==> config.mk <==
export PLATFORM = sky130hd
export DESIGN_NAME = otp_programmer
export DESIGN_NICKNAME = d
export VERILOG_FILES = /design/src/rtl/otp_prog_pkg.sv /design/src/rtl/otp_programmer.sv
export VERILOG_INCLUDE_DIRS = /design/src /design/src/rtl
export SDC_FILE = /design/constraint.sdc
export NUM_CORES = 1
export LEC_CHECK = 0
export BUFFER_PORTS_ARGS = -buffer_cell sky130_fd_sc_hd__buf_2
export CORE_MARGIN = 2
export CORE_UTILIZATION = 52
export CTS_CLUSTER_SIZE = 24
export DETAILED_ROUTE_END_ITERATION = 10
export GPL_TIMING_DRIVEN = 0
export PLACE_DENSITY = 0.77
export SLEW_MARGIN = 10
export SYNTH_ARGS = -nofsm -noshare
export SYNTH_HDL_FRONTEND = slang
export SYNTH_SLANG_ARGS = --single-unit
==> constraint.sdc <==
create_clock -name clk -period 2.7 [get_ports clk]
set_input_delay 0.27 -clock clk [delete_from_list [all_inputs] [get_ports clk]]
set_output_delay 0.27 -clock clk [all_outputs]
set_load 0.005 [all_outputs]
==> src/rtl/otp_prog_params.svh <==
/*
 * Constants for the one-time-programmable memory programmer.
 * Assumes a 100 MHz clock; included by the package and the module.
 */
`ifndef OTP_PROG_PARAMS_SVH
`define OTP_PROG_PARAMS_SVH
`define CLK_PERIOD_NS 10
`define SHORT_PULSE_US 20
`define LONG_PULSE_US 100
`define SHORT_PULSE_CYC ((`SHORT_PULSE_US * 1000) / `CLK_PERIOD_NS)
`define LONG_PULSE_CYC ((`LONG_PULSE_US * 1000) / `CLK_PERIOD_NS)
`define ACCESS_DELAY_NS 45
`define ACCESS_DELAY_CYC ((`ACCESS_DELAY_NS + `CLK_PERIOD_NS - 1) / `CLK_PERIOD_NS)
`define ADDR_W 17
`define DATA_W 8
`define ID_MODE_BIT 9
`define ID_BANK_BIT 1
`define ID_BYTE_BIT 0
`define MAX_PULSES_DEF 25
`define ERASED_BYTE 8'hff
`endif

==> src/rtl/otp_prog_pkg.sv <==
/*
 * Types for the programmer: pin bundle, requests and machine states.
 * Assumes the params header sits beside it.
 */
`include "otp_prog_params.svh"
package otp_prog_pkg;
    typedef enum logic [1:0] {cmd_read, cmd_program, cmd_ident} cmd_kind_t;
    typedef struct packed {
        logic [`ADDR_W-1:0] word_address;
        logic chip_select_n;
        logic output_gate_n;
        logic program_strobe_n;
        logic vpp_high;
        logic id_mode_high;
        logic [`DATA_W-1:0] data_out;
        logic data_oe;
    } pins_t;
    typedef struct packed {
        cmd_kind_t kind;
        logic [`ADDR_W-1:0] addr;
        logic [`DATA_W-1:0] data;
        logic long_pulse;
    } req_t;
    typedef enum logic [3:0] {
        st_idle, st_access, st_pulse, st_verify_setup, st_verify, st_next,
        st_final_setup, st_final, st_done
    } state_t;
endpackage

==> src/rtl/otp_programmer.sv <==
/*
 * Programmer for a 128K x 8 one-time-programmable memory: single reads,
 * identification reads and the pulse-and-verify programming of a range
 * with a final whole-range readback.
 * Assumes the memory pins are driven directly; supply switching is by the
 * vpp_high and id_mode_high level outputs to external drivers.
 */
`timescale 1ns/1ps
`include "otp_prog_params.svh"
module otp_programmer
    import otp_prog_pkg::*;
#(
    parameter int MAX_PULSES = `MAX_PULSES_DEF,
    parameter int SHORT_CYC = `SHORT_PULSE_CYC,
    parameter int LONG_CYC = `LONG_PULSE_CYC
) (
    input wire logic clk,
    input wire logic reset,
    input wire logic req_valid,
    output logic req_ready,
    input wire req_t req,
    input wire logic [`ADDR_W-1:0] last_addr,
    output logic [`DATA_W-1:0] rd_data,
    output logic rd_valid,
    output logic busy,
    output logic fail,
    output logic [`ADDR_W-1:0] fail_addr,
    output logic id_parity_ok,
    output pins_t pins,
    input wire logic [`DATA_W-1:0] data_in
);
    typedef struct packed {
        state_t st;
        pins_t p;
        req_t q;
        logic [`ADDR_W-1:0] last;
        logic [16:0] cnt;
        logic [7:0] pulses;
        logic [`DATA_W-1:0] rd;
        logic rdv;
        logic fail;
        logic [`ADDR_W-1:0] faddr;
        logic par;
        logic [16:0] low_cnt;
    } regs_t;

    localparam logic [16:0] ACC_CYC = 17'(`ACCESS_DELAY_CYC);
    regs_t r, n;

    function automatic pins_t idle_pins();
        pins_t v;
        v = '0;
        v.chip_select_n = 1'b1;
        v.output_gate_n = 1'b1;
        v.program_strobe_n = 1'b1;
        return v;
    endfunction

    always_comb begin
        n = r;
        n.rdv = 1'b0;
        case (r.st)
            st_idle: begin
                n.p = idle_pins();
                if (req_valid) begin
                    n.q = req;
                    n.last = last_addr;
                    n.fail = 1'b0;
                    n.pulses = '0;
                    n.cnt = '0;
                    n.p.word_address = req.addr;
                    if (req.kind == cmd_program) begin
                        // Supply up with strobe idle; select falls with the pulse
                        n.p.vpp_high = 1'b1;
                        n.p.data_out = req.data;
                        n.p.data_oe = 1'b1;
                        n.st = st_pulse;
                        n.cnt = '0;
                    end else begin
                        if (req.kind == cmd_ident) begin
                            n.p.word_address = '0;
                            n.p.word_address[`ID_BANK_BIT] = req.addr[`ID_BANK_BIT];
                            n.p.word_address[`ID_BYTE_BIT] = req.addr[`ID_BYTE_BIT];
                            n.p.id_mode_high = 1'b1;
                        end
                        n.p.chip_select_n = 1'b0;
                        n.p.output_gate_n = 1'b0;
                        n.st = st_access;
                    end
                end
            end
            st_access: begin
                n.cnt = r.cnt + 17'd1;
                if (r.cnt + 17'd1 >= ACC_CYC) begin
                    n.rd = data_in;
                    n.rdv = 1'b1;
                    n.par = ^data_in;
                    n.p = idle_pins();
                    n.st = st_idle;
                end
            end
            st_pulse: begin
                n.p.chip_select_n = 1'b0;
                n.p.program_strobe_n = 1'b0;
                n.cnt = r.cnt + 17'd1;
                // Strobe goes low one edge after entry, so release once the full width has run
                if (r.cnt >= (r.q.long_pulse ? 17'(LONG_CYC) : 17'(SHORT_CYC))) begin
                    n.p.program_strobe_n = 1'b1;
                    n.p.chip_select_n = 1'b1;
                    n.p.data_oe = 1'b0;
                    n.pulses = r.pulses + 8'd1;
                    n.cnt = '0;
                    n.st = st_verify_setup;
                end
            end
            st_verify_setup: begin
                n.p.chip_select_n = 1'b0;
                n.p.output_gate_n = 1'b0;
                n.cnt = '0;
                n.st = st_verify;
            end
            st_verify: begin
                n.cnt = r.cnt + 17'd1;
                if (r.cnt + 17'd1 >= ACC_CYC) begin
                    n.p.chip_select_n = 1'b1;
                    n.p.output_gate_n = 1'b1;
                    n.cnt = '0;
                    if (data_in == r.q.data) begin
                        n.st = st_next;
                    end else if (32'(r.pulses) >= MAX_PULSES) begin
                        n.fail = 1'b1;
                        n.faddr = r.p.word_address;
                        n.p = idle_pins();
                        n.st = st_done;
                    end else begin
                        n.p.data_oe = 1'b1;
                        n.st = st_pulse;
                    end
                end
            end
            st_next: begin
                n.pulses = '0;
                if (r.p.word_address >= r.last) begin
                    n.p.word_address = r.q.addr;
                    n.p.vpp_high = 1'b0;
                    n.st = st_final_setup;
                end else begin
                    // Same byte for the whole range; the caller reloads per run
                    n.p.word_address = r.p.word_address + 17'd1;
                    n.p.data_oe = 1'b1;
                    n.st = st_pulse;
                end
            end
            st_final_setup: begin
                n.p.chip_select_n = 1'b0;
                n.p.output_gate_n = 1'b0;
                n.cnt = '0;
                n.st = st_final;
            end
            st_final: begin
                n.cnt = r.cnt + 17'd1;
                if (r.cnt + 17'd1 >= ACC_CYC) begin
                    n.cnt = '0;
                    if (data_in != r.q.data) begin
                        n.fail = 1'b1;
                        n.faddr = r.p.word_address;
                        n.p = idle_pins();
                        n.st = st_done;
                    end else if (r.p.word_address >= r.last) begin
                        n.p = idle_pins();
                        n.st = st_done;
                    end else begin
                        n.p.word_address = r.p.word_address + 17'd1;
                    end
                end
            end
            st_done: begin
                n.st = st_idle;
            end
            default: begin
                n.st = st_idle;
            end
        endcase
        // Strobe low time, kept only for the pulse width checks
        n.low_cnt = r.p.program_strobe_n ? 17'd0 : r.low_cnt + 17'd1;
    end

    always_ff @(posedge clk) begin
        if (reset) begin
            r <= '0;
            r.st <= st_idle;
            r.p.chip_select_n <= 1'b1;
            r.p.output_gate_n <= 1'b1;
            r.p.program_strobe_n <= 1'b1;
            r.rd <= `ERASED_BYTE;
        end else begin
            r <= n;
        end
    end

    assign req_ready = (r.st == st_idle);
    assign pins = r.p;
    assign rd_data = r.rd;
    assign rd_valid = r.rdv;
    assign busy = (r.st != st_idle);
    assign fail = r.fail;
    assign fail_addr = r.faddr;
    assign id_parity_ok = r.par;

    prog_needs_vpp_a: assert property (@(posedge clk) disable iff (reset)
        !pins.program_strobe_n |-> pins.vpp_high && pins.output_gate_n && !pins.chip_select_n && pins.data_oe)
        else $error("Program strobe without full program conditions");
    no_contention_a: assert property (@(posedge clk) disable iff (reset)
        !pins.output_gate_n |-> !pins.data_oe && !pins.chip_select_n)
        else $error("Gate low while driving data or deselected");
    pulse_width_a: assert property (@(posedge clk) disable iff (reset)
        $fell(pins.program_strobe_n) && !r.q.long_pulse |-> !pins.program_strobe_n [*8])
        else $error("Short pulse ended early");
    pulse_end_a: assert property (@(posedge clk) disable iff (reset)
        r.low_cnt <= 17'(LONG_CYC))
        else $error("Program pulse too long");
    pulse_exact_a: assert property (@(posedge clk) disable iff (reset)
        (pins.program_strobe_n && r.low_cnt != 17'd0) |->
            (r.low_cnt == 17'(SHORT_CYC) || r.low_cnt == 17'(LONG_CYC)))
        else $error("Program pulse not of a fixed width");
    verify_after_a: assert property (@(posedge clk) disable iff (reset)
        $rose(pins.program_strobe_n) |-> ##1 (!pins.output_gate_n && pins.vpp_high))
        else $error("No verify read after pulse");
    pulse_limit_a: assert property (@(posedge clk) disable iff (reset)
        (r.st == st_pulse) |-> 32'(r.pulses) < MAX_PULSES)
        else $error("Pulse count beyond limit");
    ident_addr_a: assert property (@(posedge clk) disable iff (reset)
        pins.id_mode_high |-> pins.word_address[16:2] == '0)
        else $error("Identification with other address lines set");
    read_time_a: assert property (@(posedge clk) disable iff (reset)
        (r.st == st_idle && req_valid && req.kind != cmd_program) |-> ##6 rd_valid)
        else $error("Read answer not at access delay");
endmodule

## Yosys cells after proc, flatten, opt, wreduce, memory -nomap -nowiden

Index checks and enable logic that the tools add are counted.

| storage, ports and cells | value |
|---|---|
| input bits | 56 |
| memory bits (read-only) | 0 |
| memories kept | 0 |
| logic and storage cells | 130 |
| latch bits | 0 |
| output and inout bits | 61 |
| memory bits (writable) | 0 |
| bits in registers | 133 |

| operators by class | value |
|---|---|
| reductions and logical operators | 30 |
| $add $sub $neg | 3 |
| multiplexer cells | 49 |
| multipliers | 0 |
| divide/modulo/power cells | 0 |
| equal/unequal tests | 22 |
| order comparisons | 4 |
| bitwise gates (word level) | 1 |
| shifts and indexed selects | 0 |

Operators by type and width:

| operator | number |
|---|---|
| 17-bit one-hot mux with 5 select lines | 2 |
| 35-bit 2-to-1 mux | 4 |
| 18-bit 2-to-1 mux | 5 |
| 81-bit 2-to-1 mux | 1 |
| 17-bit 2-to-1 mux | 3 |
| 9-bit one-hot mux with 4 select lines | 1 |
| 17-bit by 1-bit adder with 17-bit output, second input constant | 2 |
| 17-bit one-hot mux with 2 select lines | 1 |
| 4-bit one-hot mux with 8 select lines | 1 |
| 31-bit 2-to-1 mux | 1 |
| 30-bit 2-to-1 mux | 1 |
| 14-bit 2-to-1 mux | 2 |
| 25-bit 2-to-1 mux | 1 |
| 8-bit one-hot mux with 3 select lines | 1 |
| 23-bit 2-to-1 mux | 1 |
| 7-bit AND reduction | 3 |
| 20-bit 2-to-1 mux | 1 |
| 2-bit inequality test, second input constant | 10 |
| 5-bit nonzero test | 4 |
| 19-bit 2-to-1 mux | 1 |
| 6-bit AND reduction | 3 |
| 17-bit by 14-bit greater-or-equal comparator with 1-bit output | 1 |
| 17-bit greater-or-equal comparator | 1 |
| 17-bit by 3-bit greater-or-equal comparator with 1-bit output, second input constant | 1 |
| 29 further kinds | 57 |

## Depth between registers and ports, before layout

Gate-level depths: netlist of the first run.

| depth | value |
|---|---|
| word-level depth | 5 |
| gate-level depth with buffers | 12 |
| depth with buffers taken out | 10 |

## Least setup slack after synthesis of the first run

OpenSTA, ideal clock, no wires.

| timing | value |
|---|---|
| path kind | register to register |
| from | reg r[53] (netlist name) |
| to | reg r (netlist bit pins[24]) |
| data required time | 2.560 ns |
| data arrival time | 2.665 ns |
| buffers on the path | 2 |
| setup slack | -0.105 ns |
| stages on the path, launching flop included | 12 |
| clock period less this slack | 2.805 ns |
| path through | dfxtp_1 > ha_1 > and3_4 > and4_4 > or3_4 > a2111oi_4 > a32oi_1 > o31a_1 > buf_4 > buf_6 > nor2_1 > a311oi_2 |

| on the way | value |
|---|---|
| word-level cells in the longest chain between the ends | 4 |

RTL lines:

| element | line | RTL |
|---|---|---|
| start: declaration | otp_programmer.sv:48 | `regs_t r, n;` |
| start signal: assignment | otp_programmer.sv:197 | `r <= n;` |
| 17-bit by 1-bit adder with 17-bit output (*) | otp_programmer.sv:94, otp_programmer.sv:124, otp_programmer.sv:162 |  |
| 17-bit by 3-bit greater-or-equal comparator with 1-bit output (*) | otp_programmer.sv:94, otp_programmer.sv:124, otp_programmer.sv:162 |  |
| 2-bit inequality test (no source line) | - |  |
| 6-bit AND reduction (no source line) (*) | - |  |

Mark *: on every way between the ends. The rest lies on a longest branch, timed or not.
A chain may end at the register's enable or synchronous reset.

## Worst setup path in the final report of the first run

| timing | value |
|---|---|
| from | reg r[53] (netlist name) |
| to | reg r (netlist bit pins[29]) |

Same word-level chain as after synthesis.

==> results of run 1 <==
-- through the flow --
stage                     cells  cell area, um^2  hold slack [ns]  total power, uW  util [%]
after floorplan             952             7570            0.395             5090         -
after global placement     1251             8380            0.439             6120      58.3
after detailed placement   1251             8380            0.447             6170      58.3
after CTS                  1301             9490           0.0658             9030      66.1
after global routing       1311             9740           0.0827             9960      67.8
final                      1311             9740           0.0758             9440      67.8
-- kinds of logic after synthesis --
family	Yosys count	share of synthesized area, %
fa+ha+maj	26	4.30
xor+xnor	46	5.33
compound gates	199	18.0
buf+inv	141	10.5
simple gates	378	23.0
flops	131	34.7
mux	31	4.14
-- layer usage --
metal	GRT usage, %	up-vias
met4	12.2	0
li1	-	3590
met3	6.83	64
met5	0	-
met2	44.6	334
met1	36.4	3534
-- state kept, by name, indices dropped and copies added (netlist names) --
signal / cells
rd_data: 8
r: 72
id_parity_ok: 1
fail: 1
rd_valid: 1
fail_addr: 17
pins: 31
-- synthesized netlist by cell type, drive strengths merged (25+ instances only) --
cell,number,area [um^2]
a21oi,79,395
xnor2,29,254
nand3,25,135
nand2,174,653
o21ai,31,155
inv,32,120
nor2,83,312
mux2i,29,290
buf,75,547
ha,26,325
clkbuf,32,120
dfxtp,131,2620
-- layout by cell type (no fill, tap or decap), drive strengths merged, types with 3 or more instances in the layout --
cell type / synthesis / routed
o31ai: 3 / 3
dfxtp: 131 / 131
and3: 18 / 18
nand2b: 4 / 4
o211ai: 13 / 13
o21a: 4 / 4
or2: 11 / 11
inv: 32 / 34
a221oi: 6 / 6
a311oi: 13 / 13
nor2b: 4 / 4
clkinv: 2 / 6
ha: 26 / 26
nor2: 83 / 83
and2: 5 / 5
a21oi: 79 / 79
buf: 75 / 214
or4: 3 / 3
a211oi: 6 / 6
or3: 4 / 4
and4: 3 / 3
a31oi: 12 / 12
nand4: 14 / 14
clkbuf: 32 / 52
nor4: 4 / 4
xnor2: 29 / 29
nand3: 25 / 26
a21o: 7 / 7
nor3b: 3 / 3
xor2: 17 / 17
o21ai: 31 / 31
clkinvlp: 0 / 6
nand2: 174 / 174
mux2i: 29 / 29
nor3: 21 / 21
-- worst max-delay path, delay by kind of cell (launching register included) --
family / cells / cell delay [ns]
compound gates: 4 / 0.92
fa+ha+maj: 1 / 0.16
buf+inv: 3 / 0.56
flops: 1 / 0.35
simple gates: 4 / 0.78
-- repair_timing --
item                       4_1_cts  5_1_grt
gates cloned                     3        5
pin swaps                       11       14
setup buffers                   17        6
gates resized for setup         82       41
setup endpoints to repair       78       77
-- power groups by stage --
stage | logic (uW) | clock network (uW) | registers, uW
after detailed placement | 3420 | 0 | 2740
final | 4330 | 2330 | 2780
after CTS | 3970 | 2340 | 2730
after global routing | 4710 | 2430 | 2820
after floorplan | 2530 | 0 | 2560
after global placement | 3390 | 0 | 2730
-- worst paths after layout --
path / start / to / slack [ns] / depth (start not counted)
max: r[53] / pins[29] / -0.22 / 12
min: last_addr[15] / r[85] / 0.08 / 3
max reg2reg: r[53] / pins[29] / -0.22 / 12
min reg2reg: r[79] / r[79] / 0.45 / 2
-- area by class of cell --
type	count	area share (%)
Inverter	34	1.31
Multi-Input combinational cell	682	46.3
Buffer	104	7.48
Tap cell	184	2.36
Sequential cell	131	27.1
Timing Repair Buffer	144	9.34
Clock buffer	18	4.51
Clock inverter	14	1.58
==> impl_metrics.toml, run 1 <==
[timing]
hold_viol_final = 0
rsz0062_at_grt = "true"
tns_ns = -8.82
post-route-min-period_ns = 2.92
finalWorstSetupSlack_ns = -0.223
report.final.slew_viol_count = 0
fmax_ghz = 0.342
setup_viol = 73
relSlewSlack_pct = 49.5
timing.final.crit_share_pct = 108
skew_ns = 0.00929
worst_pin_slew_ns = 0.758

[finish]
drive_gt1_share_pct = 31.2
num_antenna_cells = 0
layout.nets = 1196
seqCellArea_um2 = 2640
area_delta_synth_final_pct = 28.8
multi_input_area_um2 = 4510
fill_cells = 1175

[clocking]
cts_buffer_depth = 2
cts_buffers = 17
clk_pin_slew_ns = 0.06
htree_levels = 4
hold_buffers = 0
clock_latency_ns = 0.43
root_buffer = "clkbuf_16"
tritoncts = "done"
clock-sinks = 131

[drt]
via_count = 7522
first_iter_violations = 812
met1_length_mm = 9.52
wl_met3_mm = 1.78
wl_met2_mm = 10.5
route.detailed.drc = 0
wl_mm = 22.5
ant_nets = 0
wl_per_cell_um = 17.1
drt_pass1_iterations = 5
via_per_inst = 5.74
route.top_layer_used = "met4"

[flow_run]
cap_violations = 0

[critical_path]
crit_fanout = 8
cp_slowest_cell = "a2111oi_4"
worstPathRequired_ns = 2.98
crit_path_max_incr_delay_ns = 0.44
worst_setup_path_start_kind = "flip-flop"
worst_ep_arrival_time_ns = 3.20
path_cells = "ha_4 > and3_4 > and4_4 > or3_4 > a2111oi_4 > buf_4 > a32oi_4 > o31a_1 > buf_6 > clkbuf_16 > nor2_4 > a311oi_2"
cp-end-kind = "flip-flop"
path_class = "reg -> reg"

[global_routing]
track_usage_pct = 28.1
overflow = 0
grt_pass1_wl_mm = 35.4
antenna_found_initial = 0
first_global_vias = 7132
grt_max_degree = 17

[run_status]
outcome = "finished with violations"
violations = "setup timing"

[die]
die_y_um = 125
dieArea_um2 = 15500
core_um2 = 14400
core.rowCount = 44
io_pins = 117
initial_core_util_pct = 52.6
die_x_um = 125

[synth]
netlist_area_um2 = 7560
synth_ff_type = "dfxtp_1"
syn-mean-instance-area_um2 = 7.94
synth_seq_area_share_pct = 34.7
yosysWarnings = 0
ys_types = 70
ys_seq_elements = 131
synth_edf_count = 0
synthCells = 952
synth_nets = 1034
synthArstFlopShare_pct = 0

[place]
gp_routability_congestion = 0.997
place_ws_ns = -0.552
post-dp-hpwl_mm = 14.9
port_buffers = 115

[pwr]
p_sw_uw = 3890
p_per_area_nw_per_um2 = 969
clockPowerShare_pct = 24.7
pwr-share-seq_pct = 29.5
ir_worst_vdd_mv = 0.539
p_comb_share_pct = 45.9
leakage_uw = 0.00430
p_sw_share_pct = 41.2
internal_power_uw = 5550

[min_path]
min_path_type = "in -> reg"
Note: power is estimated with default switching activity, not from simulation.
==> inputs of run 2 (changes only) <==
Settings changed: BUFFER_PORTS_ARGS -buffer_cell sky130_fd_sc_hd__buf_2 to unset, CORE_UTILIZATION 52 to 58, DONT_BUFFER_PORTS set to 1, PLACE_DENSITY 0.77 to 0.76, RECOVER_POWER set to 25.
==> impl_metrics.toml, run 2 (synthesis gave the netlist of run 1 again) <==
[run_status]
outcome = "finished with violations"
violations = "setup timing"

[finish]
fill_cells = 913
multi_input_area_um2 = 4550
layout.nets = 1145
num_antenna_cells = 0
seqCellArea_um2 = 2630
drive_gt1_share_pct = 23.6
largest_reg_flops = 72
regMostFlops = "r"
layout_commonest_cell = "nand2_1"
stdcell_count = 1247
area_delta_synth_final_pct = 29.3
most-common-layout-cells = "nand2_1 (172), dfxtp_1 (126), a21oi_1 (70)"

[critical_path]
worst_ep_arrival_time_ns = 3.13
crit_path_max_incr_delay_ns = 0.36
cp-end-kind = "flip-flop"
worst_setup_path_start_kind = "flip-flop"
worstPathRequired_ns = 2.98
path_class = "reg -> reg"
cp_slowest_cell = "dfxtp_4"
crit_fanout = 10
path_cells = "ha_4 > and3_4 > and4_4 > or3_4 > a2111oi_4 > buf_4 > buf_6 > a32oi_4 > o31a_1 > buf_6 > buf_12 > nor2_1 > nor3_1"
path_common_cell = "buf_6"

[die]
io_pins = 117
initial_core_util_pct = 59.7
core.rowCount = 41
core_um2 = 12700
dieArea_um2 = 14000
die_y_um = 118
die_x_um = 118

[timing]
post-route-min-period_ns = 2.85
worst_pin_slew_ns = 0.809
relSlewSlack_pct = 46.1
setup_viol = 59
tns_ns = -4.71
fmax_ghz = 0.351
skew_ns = 0.00676
report.final.slew_viol_count = 0
timing.final.crit_share_pct = 105
finalWorstSetupSlack_ns = -0.148
rsz0062_at_grt = "true"
hold_viol_final = 0

[clocking]
clock_latency_ns = 0.42
root_buffer = "clkbuf_16"
clock-sinks = 131
htree_levels = 4
cts_buffer_depth = 2
cts_buffers = 17
tritoncts = "done"
clk_pin_slew_ns = 0.06

[place]
port_buffers = 0
dp.cells = 1124
post-dp-hpwl_mm = 14.3
gp_routability_congestion = 0.947

[global_routing]
antenna_found_initial = 0
grt_max_degree = 17
grt_pass1_wl_mm = 35.6
first_global_vias = 7114
track_usage_pct = 31.9
overflow = 0

[drt]
wl_mm = 23.0
first_iter_violations = 688
ant_nets = 0
route.detailed.drc = 0
wl_per_cell_um = 18.5
via_count = 7342
drt_pass1_iterations = 5
via_per_inst = 5.89

[pwr]
ir_worst_vdd_mv = 0.902
p_per_area_nw_per_um2 = 948
leakage_uw = 0.00402

[min_path]
min_path_type = "in -> reg"

[flow_run]
cap_violations = 0
run 2: cell types whose count changed in the layout (fill, tap and decap cells not counted), moves of 5 or more:
cell and delta:
buf_2 -114, dlygate4sd3_1 +51, clkbuf_4 +24, buf_4 -20
buf_6 +10, a21oi_1 -5, a21oi_2 +5, or2_2 -5
or2_4 +5
run 2: per-stage QoR:
stage | instance area, um^2 | utilization (%) | setup WS, ns | hold WS (ns) | power, uW
6_report | 9770 | 77.1 | -0.148 | 0.0293 | 9260
5_1_grt | 9770 | 77.1 | -0.286 | 0.0294 | 9740
4_1_cts | 9360 | 73.9 | -0.127 | 0.00692 | 8830
3_5_place_dp | 7790 | 61.5 | -0.570 | 0.402 | 5970
3_3_place_gp | 7790 | 61.5 | -0.547 | 0.397 | 5920
2_1_floorplan | 7570 | - | -0.0173 | 0.395 | 5090
run 2: worst paths after layout:
kind              slack [ns]  cells past startpoint     from  endpoint
setup / recovery       -0.15                     13    r[53]  pins[25]
hold / removal          0.03                      2  req[18]  pins[23]
setup reg to reg       -0.15                     13    r[53]  pins[25]
hold reg to reg         0.45                      2   r[110]    r[110]
run 2: what timing repair did:
action / 4_1_cts / 5_1_grt
hold buffers: 51 / 0
setup endpoints to repair: 78 / 86
buffers inserted: 22 / 16
gates cloned: 2 / 3
endpoints found under the hold margin: 51 / 0
pin swaps: 13 / 22
gates resized for setup: 71 / 81
run 2: power breakdown:
part / switching, uW / internal, uW
Sequential: 499 / 2260
Combinational: 2400 / 1820
Clock: 856 / 1420
Total: 3760 / 5500
run 2: critical path, delay by kind of cell, from the launching register on:
kind / cells / cell delay, ns
compound gates: 3 / 0.70
fa+ha+maj: 1 / 0.16
simple gates: 5 / 0.86
flops: 1 / 0.36
buf+inv: 4 / 0.62
run 2: routing by layer:
layer / up-vias / GRT usage, % / wire (um) / part of all wire (%)
met3: 66 / 8.30 / 1920 / 8.3
met1: 3429 / 40.0 / 9480 / 41
met4: 0 / 15.2 / 748 / 3.2
li1: 3489 / - / - / -
met5: - / 0 / 0 / 0
met2: 358 / 50.9 / 10900 / 47
run 2: area by class of cell:
class | instances | area share, %
inverter | 34 | 1.31
tap | 172 | 2.20
multi-input combinational | 680 | 46.5
timing repair buffer | 94 | 9.64
buffer | 105 | 7.42
sequential | 131 | 27.0
clock buffer | 22 | 4.85
clock inverter | 9 | 1.08
